### config.mk
export PLATFORM = sky130hd
export DESIGN_NAME = sss_status_summary
export DESIGN_NICKNAME = d
export VERILOG_FILES = /design/src/core/sss_error_queue.v /design/src/core/sss_status_summary.v
export VERILOG_INCLUDE_DIRS = /design/src /design/src/core
export SDC_FILE = /design/constraint.sdc
export NUM_CORES = 1
export LEC_CHECK = 0
export BUFFER_PORTS_ARGS = -buffer_cell sky130_fd_sc_hd__buf_4
export CORE_MARGIN = 2
export CORE_UTILIZATION = 30
export CTS_CLUSTER_SIZE = 24
export DETAILED_ROUTE_END_ITERATION = 12
export PLACE_DENSITY = 0.43
export SLEW_MARGIN = 15
export SYNTH_ARGS = -nofsm -noshare
export SYNTH_HDL_FRONTEND = slang
export SYNTH_HIERARCHICAL = 1
export SYNTH_SLANG_ARGS = --single-unit
### constraint.sdc
create_clock -name ref_clk -period 9.5 [get_ports ref_clk]
set_input_delay 0.475 -clock ref_clk [delete_from_list [all_inputs] [get_ports ref_clk]]
set_output_delay 0.475 -clock ref_clk [all_outputs]
set_load 0.1 [all_outputs]
### src/core/sss_consts.vh
// Constants for the status summary reporting block.
`ifndef SSS_CONSTS_VH
`define SSS_CONSTS_VH

// Command codes on the command port.
`define SSS_OP_RD_STB   4'h0
`define SSS_OP_RD_SRE   4'h1
`define SSS_OP_WR_SRE   4'h2
`define SSS_OP_RD_ESR   4'h3
`define SSS_OP_RD_ESE   4'h4
`define SSS_OP_WR_ESE   4'h5
`define SSS_OP_RD_ISCR0 4'h6
`define SSS_OP_RD_ISCR1 4'h7
`define SSS_OP_RD_ISCE0 4'h8
`define SSS_OP_WR_ISCE0 4'h9
`define SSS_OP_RD_ISCE1 4'ha
`define SSS_OP_WR_ISCE1 4'hb
`define SSS_OP_CLS      4'hc
`define SSS_OP_RST      4'hd
`define SSS_OP_RD_ERR   4'he

// Summary byte bit positions.
`define SSS_STB_MSS  6
`define SSS_STB_ESB  5
`define SSS_STB_MAV  4
`define SSS_STB_EAV  3
`define SSS_STB_INSTRUMENT_CHANGE_SUMMARY_FLAG 2
// Bits of the summary byte and service request mask that exist.
`define SSS_STB_USED 8'h7c

// Event latch word bit positions.
`define SSS_ESR_PON 7
`define SSS_ESR_CME 5
`define SSS_ESR_EXE 4
`define SSS_ESR_DDE 3
`define SSS_ESR_QYE 2
`define SSS_ESR_OPC 0
// Bits of the event latch word that exist.
`define SSS_ESR_USED 8'hbd

// Reset values.
`define SSS_RST_STB  8'h00
`define SSS_RST_SRE  8'h00
`define SSS_RST_ESR  8'h00
`define SSS_RST_ESE  8'h00
`define SSS_RST_ISC  16'h0000

// Error code pushed for an unknown command code.
`define SSS_ERR_BAD_CMD 8'h01
// Control-P character on the serial link.
`define SSS_CHAR_CTRL_P 8'h10

`endif

### src/core/sss_error_queue.v
// Sixteen entry error code queue built from flip-flops.
module sss_error_queue #(
  parameter WIDTH = 8,
  parameter DEPTH = 16,
  parameter AW    = 4
) (
  // Clock and reset
  input  wire             ref_clk,
  input  wire             sys_rst,
  // Push side
  input  wire             pushValid,
  input  wire [WIDTH-1:0] pushCode,
  // Pop side
  input  wire             popReq,
  output wire [WIDTH-1:0] headCode,
  // State
  input  wire             flush,
  output wire             notEmpty
);

  reg [WIDTH-1:0] mem_reg [0:DEPTH-1];
  reg [AW-1:0]    rdPtr_reg;
  reg [AW-1:0]    wrPtr_reg;
  reg [AW:0]      count_reg;

  localparam [AW:0] DEPTH_CNT = DEPTH;

  wire full      = (count_reg == DEPTH_CNT);
  wire doPop     = popReq && (count_reg != {(AW+1){1'b0}});
  // A full queue keeps its oldest errors and drops the new one.
  wire doPush    = pushValid && (!full || doPop);

  assign notEmpty = (count_reg != {(AW+1){1'b0}});
  assign headCode = mem_reg[rdPtr_reg];

  genvar i;
  generate
    for (i = 0; i < DEPTH; i = i + 1) begin : gEntry
      localparam [AW-1:0] IDX = i;
      always @(posedge ref_clk or posedge sys_rst) begin
        if (sys_rst) begin
          mem_reg[i] <= {WIDTH{1'b0}};
        end else if (doPush && !flush && (wrPtr_reg == IDX)) begin
          mem_reg[i] <= pushCode;
        end
      end
    end
  endgenerate

  always @(posedge ref_clk or posedge sys_rst) begin
    if (sys_rst) begin
      rdPtr_reg <= {AW{1'b0}};
      wrPtr_reg <= {AW{1'b0}};
      count_reg <= {(AW+1){1'b0}};
    end else if (flush) begin
      rdPtr_reg <= {AW{1'b0}};
      wrPtr_reg <= {AW{1'b0}};
      count_reg <= {(AW+1){1'b0}};
    end else begin
      if (doPush) begin
        wrPtr_reg <= wrPtr_reg + {{(AW-1){1'b0}}, 1'b1};
      end
      if (doPop) begin
        rdPtr_reg <= rdPtr_reg + {{(AW-1){1'b0}}, 1'b1};
      end
      if (doPush && !doPop) begin
        count_reg <= count_reg + {{AW{1'b0}}, 1'b1};
      end else if (doPop && !doPush) begin
        count_reg <= count_reg - {{AW{1'b0}}, 1'b1};
      end
    end
  end

endmodule // sss_error_queue

### src/core/sss_status_summary.v
// Status summary byte, event latch, change latches and service requests.
`include "sss_consts.vh"

// Notes on behaviour
// - Error queue holds sixteen entries.
// - Event and change sources each give one masked summary bit.
// - Summary and masks readable; masks writable.
// - Serial link: request text on summary rise.
// - Serial poll returns summary byte; zero at power-on.
// - Control-P sends poll text then byte.
// - Bit 6 is OR of enabled summaries.
// - Bit 5 set by enabled event bits.
// - Bit 4 set while output data waits.
// - Bit 3 set while errors remain queued.
// - Bit 2 set by enabled change bits.
// - Master flag clears only when no enabled source is set.
// - Service request mask zero at power-up.
// - Mask one enables, zero masks.
// - Event word 16 bits, top byte zero.
// - Event word cleared at power-on and read.
// - Bad command sets bit 5, queues code.
// - Event mask one enables event bit.
// - Event bits hold until read or clear.
// - Event mask zero at power-on.
// - Event word bit positions as listed.
// - Reading event mask leaves it unchanged.
// - Reads answer a 16-bit binary value.
module sss_status_summary #(
  parameter ERR_WIDTH = 8,
  parameter ERR_DEPTH = 16,
  parameter ERR_AW    = 4,
  parameter ISC_WIDTH = 16
) (
  // Clock and reset
  input  wire                 ref_clk,
  input  wire                 sys_rst,
  // Command port from the remote command parser
  input  wire                 cmdValid,
  input  wire [3:0]           cmdOp,
  input  wire [15:0]          cmdData,
  output reg                  rspValid,
  output reg  [15:0]          rspData,
  // Events from the instrument
  input  wire                 cmdErrPulse,
  input  wire [ERR_WIDTH-1:0] cmdErrCode,
  input  wire                 execErrPulse,
  input  wire                 devErrPulse,
  input  wire                 queryErrPulse,
  input  wire                 opDonePulse,
  input  wire                 powerCyclePulse,
  input  wire                 devClearPulse,
  input  wire                 msgWaiting,
  input  wire [ISC_WIDTH-1:0] iscFallPulse,
  input  wire [ISC_WIDTH-1:0] iscRisePulse,
  // Link
  input  wire                 linkSerial,
  input  wire                 serialPollReq,
  output reg                  serialPollValid,
  output reg  [7:0]           serialPollByte,
  input  wire                 rxCharValid,
  input  wire [7:0]           rxChar,
  output reg                  srqLine,
  output reg                  srqTextReq,
  output reg                  pollTextReq,
  input  wire                 pollTextDone,
  output reg                  pollByteValid,
  output reg  [7:0]           pollByteData
);

  localparam [2:0] ST_IDLE = 3'b001;
  localparam [2:0] ST_TEXT = 3'b010;
  localparam [2:0] ST_BYTE = 3'b100;

  reg [7:0]           sre_reg;
  reg [7:0]           esr_reg;
  reg [7:0]           ese_reg;
  reg [ISC_WIDTH-1:0] iscr0_reg;
  reg [ISC_WIDTH-1:0] iscr1_reg;
  reg [ISC_WIDTH-1:0] isce0_reg;
  reg [ISC_WIDTH-1:0] isce1_reg;
  reg [7:0]           stb_reg;
  reg                 mssPrev_reg;
  reg [2:0]           state_reg;
  reg [2:0]           state_next;

  reg [7:0]           esr_next;
  reg [ISC_WIDTH-1:0] iscr0_next;
  reg [ISC_WIDTH-1:0] iscr1_next;
  reg [7:0]           esrSet;
  reg [15:0]          rdValue;
  reg                 badOp;
  reg                 popErr;

  wire                event_summary_flag;
  wire                instrument_change_summary_flag;
  wire                error_waiting_flag;
  wire                master_summary_flag;
  wire [7:0]          stb_next;
  wire [ERR_WIDTH-1:0] errHead;
  wire                errPushValid;
  wire [ERR_WIDTH-1:0] errPushCode;
  wire                opValid;
  wire                clearAll;
  wire                ctrlP;

  assign opValid  = cmdValid;
  assign clearAll = devClearPulse ||
                    (opValid && ((cmdOp == `SSS_OP_CLS) || (cmdOp == `SSS_OP_RST)));
  assign ctrlP    = linkSerial && rxCharValid && (rxChar == `SSS_CHAR_CTRL_P);

  // Error queue.
  assign errPushValid = cmdErrPulse || badOp;
  assign errPushCode  = cmdErrPulse ? cmdErrCode : `SSS_ERR_BAD_CMD;

  sss_error_queue #(
    .WIDTH (ERR_WIDTH),
    .DEPTH (ERR_DEPTH),
    .AW    (ERR_AW)
  ) uErrQueue (
    .ref_clk   (ref_clk),
    .sys_rst   (sys_rst),
    .pushValid (errPushValid),
    .pushCode  (errPushCode),
    .popReq    (popErr),
    .headCode  (errHead),
    .flush     (clearAll),
    .notEmpty  (error_waiting_flag)
  );

  // Summary bits, each gated by its own mask.
  assign event_summary_flag  = |(esr_reg & ese_reg);
  assign instrument_change_summary_flag = |(iscr0_reg & isce0_reg) | |(iscr1_reg & isce1_reg);
  // The master flag follows the masked OR directly, so it drops only once every enabled source is quiet.
  assign master_summary_flag  = ((event_summary_flag & sre_reg[`SSS_STB_ESB]) |
                 (msgWaiting & sre_reg[`SSS_STB_MAV]) |
                 (error_waiting_flag & sre_reg[`SSS_STB_EAV]) |
                 (instrument_change_summary_flag & sre_reg[`SSS_STB_INSTRUMENT_CHANGE_SUMMARY_FLAG]));

  assign stb_next = {1'b0, master_summary_flag, event_summary_flag, msgWaiting, error_waiting_flag, instrument_change_summary_flag, 2'b00};

  // Command decode.
  always @* begin
    badOp   = 1'b0;
    popErr  = 1'b0;
    rdValue = 16'h0000;
    if (opValid) begin
      case (cmdOp)
        `SSS_OP_RD_STB:   rdValue = {8'h00, stb_next};
        `SSS_OP_RD_SRE:   rdValue = {8'h00, sre_reg};
        `SSS_OP_RD_ESR:   rdValue = {8'h00, esr_reg};
        `SSS_OP_RD_ESE:   rdValue = {8'h00, ese_reg};
        `SSS_OP_RD_ISCR0: rdValue = iscr0_reg;
        `SSS_OP_RD_ISCR1: rdValue = iscr1_reg;
        `SSS_OP_RD_ISCE0: rdValue = isce0_reg;
        `SSS_OP_RD_ISCE1: rdValue = isce1_reg;
        `SSS_OP_RD_ERR: begin
          rdValue = error_waiting_flag ? {{(16-ERR_WIDTH){1'b0}}, errHead} : 16'h0000;
          popErr  = 1'b1;
        end
        `SSS_OP_WR_SRE, `SSS_OP_WR_ESE, `SSS_OP_WR_ISCE0, `SSS_OP_WR_ISCE1,
        `SSS_OP_CLS, `SSS_OP_RST: rdValue = 16'h0000;
        default:          badOp   = 1'b1;
      endcase
    end
  end

  // Event latch word; a new event in the clearing cycle still lands.
  always @* begin
    esrSet = 8'h00;
    esrSet[`SSS_ESR_PON] = powerCyclePulse;
    esrSet[`SSS_ESR_CME] = cmdErrPulse | badOp;
    esrSet[`SSS_ESR_EXE] = execErrPulse;
    esrSet[`SSS_ESR_DDE] = devErrPulse;
    esrSet[`SSS_ESR_QYE] = queryErrPulse;
    esrSet[`SSS_ESR_OPC] = opDonePulse;
    esr_next = esr_reg;
    if (clearAll || (opValid && (cmdOp == `SSS_OP_RD_ESR))) begin
      esr_next = 8'h00;
    end
    esr_next = (esr_next | esrSet) & `SSS_ESR_USED;
  end

  // Change latches clear on their own read and on clear status.
  always @* begin
    iscr0_next = iscr0_reg;
    iscr1_next = iscr1_reg;
    if (clearAll || (opValid && (cmdOp == `SSS_OP_RD_ISCR0))) begin
      iscr0_next = {ISC_WIDTH{1'b0}};
    end
    if (clearAll || (opValid && (cmdOp == `SSS_OP_RD_ISCR1))) begin
      iscr1_next = {ISC_WIDTH{1'b0}};
    end
    iscr0_next = iscr0_next | iscFallPulse;
    iscr1_next = iscr1_next | iscRisePulse;
  end

  // Registers.
  always @(posedge ref_clk or posedge sys_rst) begin
    if (sys_rst) begin
      sre_reg   <= `SSS_RST_SRE;
      esr_reg   <= `SSS_RST_ESR;
      ese_reg   <= `SSS_RST_ESE;
      iscr0_reg <= `SSS_RST_ISC;
      iscr1_reg <= `SSS_RST_ISC;
      isce0_reg <= `SSS_RST_ISC;
      isce1_reg <= `SSS_RST_ISC;
      stb_reg   <= `SSS_RST_STB;
    end else begin
      esr_reg   <= esr_next;
      iscr0_reg <= iscr0_next;
      iscr1_reg <= iscr1_next;
      stb_reg   <= stb_next;
      if (opValid && (cmdOp == `SSS_OP_WR_SRE)) begin
        sre_reg <= cmdData[7:0] & `SSS_STB_USED;
      end
      if (opValid && (cmdOp == `SSS_OP_WR_ESE)) begin
        ese_reg <= cmdData[7:0] & `SSS_ESR_USED;
      end
      if (opValid && (cmdOp == `SSS_OP_WR_ISCE0)) begin
        isce0_reg <= cmdData[ISC_WIDTH-1:0];
      end
      if (opValid && (cmdOp == `SSS_OP_WR_ISCE1)) begin
        isce1_reg <= cmdData[ISC_WIDTH-1:0];
      end
    end
  end

  // Query answers are binary; the formatter prints them in decimal.
  always @(posedge ref_clk or posedge sys_rst) begin
    if (sys_rst) begin
      rspValid <= 1'b0;
      rspData  <= 16'h0000;
    end else begin
      rspValid <= 1'b0;
      if (opValid && !badOp) begin
        rspValid <= 1'b1;
        rspData  <= rdValue;
      end
    end
  end

  // Service request: a line on the parallel bus, text on serial links.
  always @(posedge ref_clk or posedge sys_rst) begin
    if (sys_rst) begin
      mssPrev_reg     <= 1'b0;
      srqLine         <= 1'b0;
      srqTextReq      <= 1'b0;
      serialPollValid <= 1'b0;
      serialPollByte  <= 8'h00;
    end else begin
      mssPrev_reg     <= master_summary_flag;
      srqLine         <= master_summary_flag && !linkSerial;
      srqTextReq      <= master_summary_flag && !mssPrev_reg && linkSerial;
      serialPollValid <= serialPollReq;
      if (serialPollReq) begin
        serialPollByte <= stb_reg;
      end
    end
  end

  // Control-P: poll reply text first, then the summary byte.
  always @* begin
    state_next = state_reg;
    case (state_reg)
      ST_IDLE: begin
        if (ctrlP) begin
          state_next = ST_TEXT;
        end
      end
      ST_TEXT: begin
        if (pollTextDone) begin
          state_next = ST_BYTE;
        end
      end
      ST_BYTE: state_next = ST_IDLE;
      default: state_next = ST_IDLE;
    endcase
  end

  always @(posedge ref_clk or posedge sys_rst) begin
    if (sys_rst) begin
      state_reg     <= ST_IDLE;
      pollTextReq   <= 1'b0;
      pollByteValid <= 1'b0;
      pollByteData  <= 8'h00;
    end else begin
      state_reg     <= state_next;
      pollTextReq   <= (state_reg == ST_IDLE) && ctrlP;
      pollByteValid <= 1'b0;
      // Sampled when the byte leaves so it shows the state after the text.
      if (state_reg == ST_BYTE) begin
        pollByteValid <= 1'b1;
        pollByteData  <= stb_reg;
      end
    end
  end

endmodule // sss_status_summary

# ---- Word level (Yosys, flattened, before mapping)
# Cells that the tools add are included.
dict set report totals {
  out_inout_bits 38
  in_bits 83
  register_bits 263
  word_cells 182
}
dict set report op_classes {
  n_reduce_logical 61
  add_sub_neg 4
  n_lt_le_gt_ge 1
  bitwise 16
  mux 26
  eq_ne 36
}
# op count
set op_table {}
lappend op_table {{$pmux 16 s9} 1}
lappend op_table {{$eq 4x4->1 const B} 15}
lappend op_table {{$mux 16} 3}
lappend op_table {{$mux 8} 5}
lappend op_table {{$logic_and 1x1->1} 36}
lappend op_table {{$and 16x16->16} 2}
lappend op_table {{$bmux 8 s4} 1}
lappend op_table {{$eq 4x3->1 const B} 8}
lappend op_table {{$or 16x16->16} 2}
lappend op_table {{$reduce_or 16->1} 2}
lappend op_table {{$eq 4x2->1 const B} 4}
lappend op_table {{$mux 4} 4}
lappend op_table {{$mux 5} 3}
lappend op_table {{$reduce_or 15->1} 1}
lappend op_table {{$add 4x1->4 const B} 2}
lappend op_table {{$and 8x8->8} 1}
lappend op_table {{$eq 4x1->1 const B} 2}
lappend op_table {{$eq 8x5->1 const B} 1}
lappend op_table {{$logic_not 4->1} 2}
lappend op_table {{$or 8x8->8} 1}
lappend op_table {{$reduce_or 8->1} 1}
lappend op_table {{$logic_not 1->1} 7}
lappend op_table {{$logic_or 1x1->1} 7}
lappend op_table {{$mux 1} 6}
lappend op_table {{17 further kinds} 27}

# ---- Logic depth before layout (Yosys ltp)
dict set report logic_depth {
  word_depth 11
  mapped_depth 12
  depth_no_buf 9
}

# ---- Cells and area by module
# The synthesis kept the hierarchy.
# mod cells_per_inst area_each_um2 instances
set modules_own_cells {}
lappend modules_own_cells {sss_error_queue 461 6871.6 1}
lappend modules_own_cells {sss_status_summary 410 5218.8 1}

# ---- Worst setup path after synthesis
# Ideal clock, no wire load.
dict set report synth_path {
  kind {in2reg}
  from {input cmdOp[3]}
  to {register uErrQueue.count_reg[4]}
  stages 12
  path_slack_ns 6.428
  setup_time_ns 0.136
  t_arrival_ns 2.935
  n_path_buf 4
  required_time_ns 9.364
  path_cell_list {buf_2 -> buf_2 -> nand2_1 -> o21bai_1 -> buf_2 -> buf_1 -> o211ai_1 -> fa_1 -> a211o_1 -> o21a_1 -> o211ai_1 -> a31oi_1}
}
dict set report synth_between {
  elab_chain_len 9
}
# element line
set synth_rtl {}
lappend synth_rtl {{start, declared} sss_status_summary.v:39} ;# input wire [3:0] cmdOp,
lappend synth_rtl {{$eq 4x4->1 (tied with other cells)} sss_status_summary.v:147} ;# case (cmdOp)
lappend synth_rtl {{$reduce_or 15->1 (no source line) *} --}
lappend synth_rtl {{$mux 1 *} sss_status_summary.v:147}
lappend synth_rtl {{$mux 1 *} sss_status_summary.v:146} ;# if (opValid) begin
lappend synth_rtl {{$logic_or 1x1->1 *} sss_status_summary.v:112} ;# assign errPushValid = cmdErrPulse || badOp;
lappend synth_rtl {{via errPushValid} sss_status_summary.v:100} ;# wire errPushValid;
lappend synth_rtl {{$logic_and 1x1->1 *} sss_error_queue.v:31} ;# wire doPush = pushValid && (!full || doPop);
lappend synth_rtl {{$logic_and 1x1->1 or $logic_not 1->1 (tied branches)} {sss_error_queue.v:66, sss_error_queue.v:68}}
lappend synth_rtl {{$mux 5 or $logic_and 1x1->1 (tied branches)} {sss_error_queue.v:66, sss_error_queue.v:68}}
lappend synth_rtl {{$mux 5 or $reduce_bool 3->1 (tied branches)} --}
lappend synth_rtl {{end signal, assigned} sss_error_queue.v:54} ;# count_reg <= {(AW+1){1'b0}};
lappend synth_rtl {{end signal, assigned} sss_error_queue.v:58} ;# count_reg <= {(AW+1){1'b0}};
lappend synth_rtl {{end signal, assigned} sss_error_queue.v:67} ;# count_reg <= count_reg + {{AW{1'b0}}, 1'b1};
lappend synth_rtl {{end, declared} sss_error_queue.v:24} ;# reg [AW:0] count_reg;
# Mark *: on every way through the listed nets, which the timed path passes. The rest lies on a longest branch.
# A chain may end at the register's enable or synchronous reset.

# ---- Final worst setup path
dict set report layout_path {
  from {register uErrQueue.rdPtr_reg[0]}
  to {register rspData[7]}
}
dict set report layout_between {
  elab_chain_len 7
}
# element line
set layout_rtl {}
lappend layout_rtl {{start, declared} sss_error_queue.v:22} ;# reg [AW-1:0] rdPtr_reg;
lappend layout_rtl {{start signal, assigned} sss_error_queue.v:52} ;# rdPtr_reg <= {AW{1'b0}};
lappend layout_rtl {{start signal, assigned} sss_error_queue.v:56} ;# rdPtr_reg <= {AW{1'b0}};
lappend layout_rtl {{start signal, assigned} sss_error_queue.v:64} ;# rdPtr_reg <= rdPtr_reg + {{(AW-1){1'b0}}, 1'b1};
lappend layout_rtl {{$not 4->5 (implied by the code)} sss_error_queue.v:34} ;# assign headCode = mem_reg[rdPtr_reg];
lappend layout_rtl {{$bmux 8 s4} sss_error_queue.v:34}
lappend layout_rtl {{$mux 8 (implied by the code) (2 in series)} sss_error_queue.v:34}
lappend layout_rtl {{via errHead[7]} sss_status_summary.v:99} ;# wire [ERR_WIDTH-1:0] errHead;
lappend layout_rtl {{$mux 8} sss_status_summary.v:157} ;# rdValue = error_waiting_flag ? {{(16-ERR_WIDTH){1'b0}}, errHead} : 16'h0000;
lappend layout_rtl {{$pmux 16 s9} sss_status_summary.v:147}
lappend layout_rtl {{$mux 16} sss_status_summary.v:146}
lappend layout_rtl {{end signal, assigned} sss_status_summary.v:237} ;# rspData <= rdValue;
lappend layout_rtl {{end, declared} sss_status_summary.v:42} ;# output reg [15:0] rspData,
# The timed path passes the listed nets, and every way through them passes these cells. The select of a mux whose other input is x is not followed.

==> out/results.ini <==
[finish]
instances_no_fill = 1530
largest_reg_flops = 128
num-nets-final = 1075
multi_input_area_mm2 = 0.00523
fillerInstances = 3895
ff_latch_area_mm2 = 0.00656
drive_gt1_share_pct = 41.3
syn2layout_area_growth_pct = 19.4
antenna_cells = 0

[placed_design]
dp_cells = 1474
gp_congestion = 0.797
numPortBuffers = 114
dp_hpwl_um = 22800

[sta]
rsz0062_at_grt = false
max_slew_margin_pct = 25.6
tightest_slew_ns = 1.11
final.min_clock_period_ns = 3.01
drv_slew = 0
post-route-period-util_pct = 31.7
finalSetupViolations = 0
finalHoldViolCount = 0
fin_skew_ns = 0.0226
max_freq_mhz = 332
final.setup.tns_ns = 0

[floorplanning]
die-area_mm2 = 0.0419
die_w_um = 205
die_h_um = 205
rows = 73
fp.coreArea_mm2 = 0.0397
io_pins = 121
initial_core_util_pct = 30.4

[detailed_routing]
met1_length_um = 15800
dr_wl_met2_um = 15700
finalWirelength_um = 33900
top_layer_used = met4
wl_per_cell_um = 22.1
vias_per_cell = 5.10
first_pass_iters = 6
wl_met3_um = 1670
drtIter0Drc = 452
drt_drc_violations_left = 0
detail-route-antenna-nets = 0
vias = 7801

[critical_path]
timing.rr.start = uErrQueue/rdPtr_reg[0]$_DFFE_PP0P_
reg2regPathDepth = 7
required_ns = 9.95
critPathMaxFanout = 20
worstPathArrival_ns = 3.46
start_kind = flip-flop
rr_endpoint = rspData[7]$_DFFE_PP0P_
crit_path_end_kind = flip-flop
crit_family = compound AO/OA/AOI/OAI gates
critPathBufInv = 1
reg2reg_slack_ns = 6.49
worst-setup-path-type = flip-flop to flip-flop
crit_chain = buf_4, mux4_2, a22oi_1, nand2_1, a222oi_1, a31oi_1, a21o_1
cp_slowest_cell = dfrtp_2
max_stage_delay_ns = 0.71

[job]
max_cap_violations = 0

[clock_network]
cts_max_path_buffers = 3
htreeDepth = 1
root_buffer = clkbuf_16
ctsResizeCount = 0
hold_buffers = 0
clkLatencyLatePin_ns = 0.58
cts_sinks = 262
cts.clk_slew.worst_paths_ns = 0.06
numCtsBuffers = 31
cts_tree = done
cts_setup_buffers = 0

[yosys]
syn_avg_cell_area_um2 = 13.9
synthFlopType = dfrtp_1
yosysWarnings = 6
ys_seq_area_share_pct = 54.2
synth-seq-cells = 262
synth_cells = 871
netlist_area_mm2 = 0.0121
synth_edf_count = 0
async_flop_share_pct = 100
synth_cell_type_count = 68

[hold_path]
min_from = msgWaiting
min_to = stb_reg[4]$_DFF_PP0_
hp-class = input port to flip-flop
hold_depth = 1

[grt]
grt_use_total_pct = 16.5
grt_pass1_vias = 8119
antenna_found_initial = 0
grt_pass1_wl_um = 52100
overflow = 0
grt_max_degree = 89

[power]
power_density_mw_per_mm2 = 213
ir_drop_mv = 0.132
leakage_nw = 6.58

[status]
status = completed

## report_power, final
part | switching, mW | internal (mW)
Clock | 0.464 | 0.675
Combinational | 0.344 | 0.235
Sequential | 0.105 | 1.25
## kinds of logic after synthesis
| kind of cell | after synthesis | share of synthesized area (%) |
|---|---|---|
| fa+ha+maj | 10 | 1.10 |
| flops | 262 | 54.2 |
| xor+xnor | 7 | 0.507 |
| buf+inv | 65 | 2.79 |
| other cells | 1 | 0.0310 |
| simple gates | 137 | 7.02 |
| compound gates | 169 | 10.8 |
| mux | 220 | 23.6 |
## layout make-up
class	instances	area share (%)
Multi-Input combinational cell	549	36.2
Tap cell	525	4.55
Inverter	10	0.312
Sequential cell	262	45.4
Timing Repair Buffer	128	6.66
Clock buffer	50	6.56
Clock inverter	6	0.251
## Yosys cell counts, types with 4 or more instances
master | instances | area [µm²]
a222oi_1 | 10 | 100
a22oi_1 | 44 | 330
mux2_4 | 4 | 60.1
mux4_2 | 32 | 721
dfrtp_1 | 261 | 6530
mux2_1 | 9 | 101
a31oi_1 | 8 | 50.1
nand2_1 | 31 | 116
or3_1 | 5 | 31.3
xor2_1 | 4 | 35.0
nor3_4 | 4 | 65.1
a21oi_1 | 7 | 35.0
ha_1 | 9 | 113
nand3_1 | 9 | 45.0
nor4_1 | 4 | 25.0
buf_2 | 20 | 100
o211ai_1 | 5 | 37.5
a221oi_1 | 10 | 87.6
nor3b_1 | 5 | 37.5
nand2b_1 | 8 | 50.1
and2_1 | 9 | 56.3
o21ai_0 | 12 | 60.1
o21ai_1 | 4 | 20.0
a22o_1 | 10 | 87.6
inv_1 | 10 | 37.5
nor2_1 | 27 | 101
buf_1 | 6 | 22.5
a21o_1 | 42 | 315
mux2_2 | 172 | 1940
clkbuf_1 | 14 | 52.6
buf_4 | 14 | 105
## metrics by stage
stage	hold WS, ns	instance area [µm²]	total power, mW	util, %	setup WS, ns
6_report	0.0549	14400	3.07	36.3	6.49
5_1_grt	0.0163	14400	3.24	36.3	6.26
4_1_cts	0.0182	14400	3.13	36.3	6.44
3_5_place_dp	0.466	13400	1.96	33.8	6.43
3_3_place_gp	0.462	13400	1.96	33.8	6.48
2_1_floorplan	0.420	12100	1.78	-	5.24
## cells in the final DEF, fill, tap and decap left out, drive strengths merged, types with 18 or more instances in the layout
master / count
mux2: 185
buf: 128
a21o: 43
nand2: 31
dfrtp: 261
clkbuf: 50
o21ai: 18
mux4: 32
a22oi: 44
nor2: 28
## worst max-delay path by stage
stage,from,cells after the start,slack (ns),end
3_5_place_dp,uErrQueue/rdPtr_reg[0]$_DFFE_PP0P_,7,6.43,rspData[7]$_DFFE_PP0P_
4_1_cts,uErrQueue/rdPtr_reg[0]$_DFFE_PP0P_,7,6.44,rspData[7]$_DFFE_PP0P_
2_1_floorplan,sys_rst,1,5.24,uErrQueue/count_reg[0]$_DFFE_PP0P_
5_1_grt,uErrQueue/rdPtr_reg[0]$_DFFE_PP0P_,8,6.26,rspData[6]$_DFFE_PP0P_
6_report,uErrQueue/rdPtr_reg[0]$_DFFE_PP0P_,7,6.49,rspData[7]$_DFFE_PP0P_
3_3_place_gp,uErrQueue/rdPtr_reg[0]$_DFFE_PP0P_,7,6.48,rspData[7]$_DFFE_PP0P_
## metal layers
layer  up-vias  track usage, %
met2       186            26.0
met5         -               0
li1       3515               -
met3        47            2.82
met4         0            4.87
met1      4053            23.1
Power figures use the tool's default switching activity.
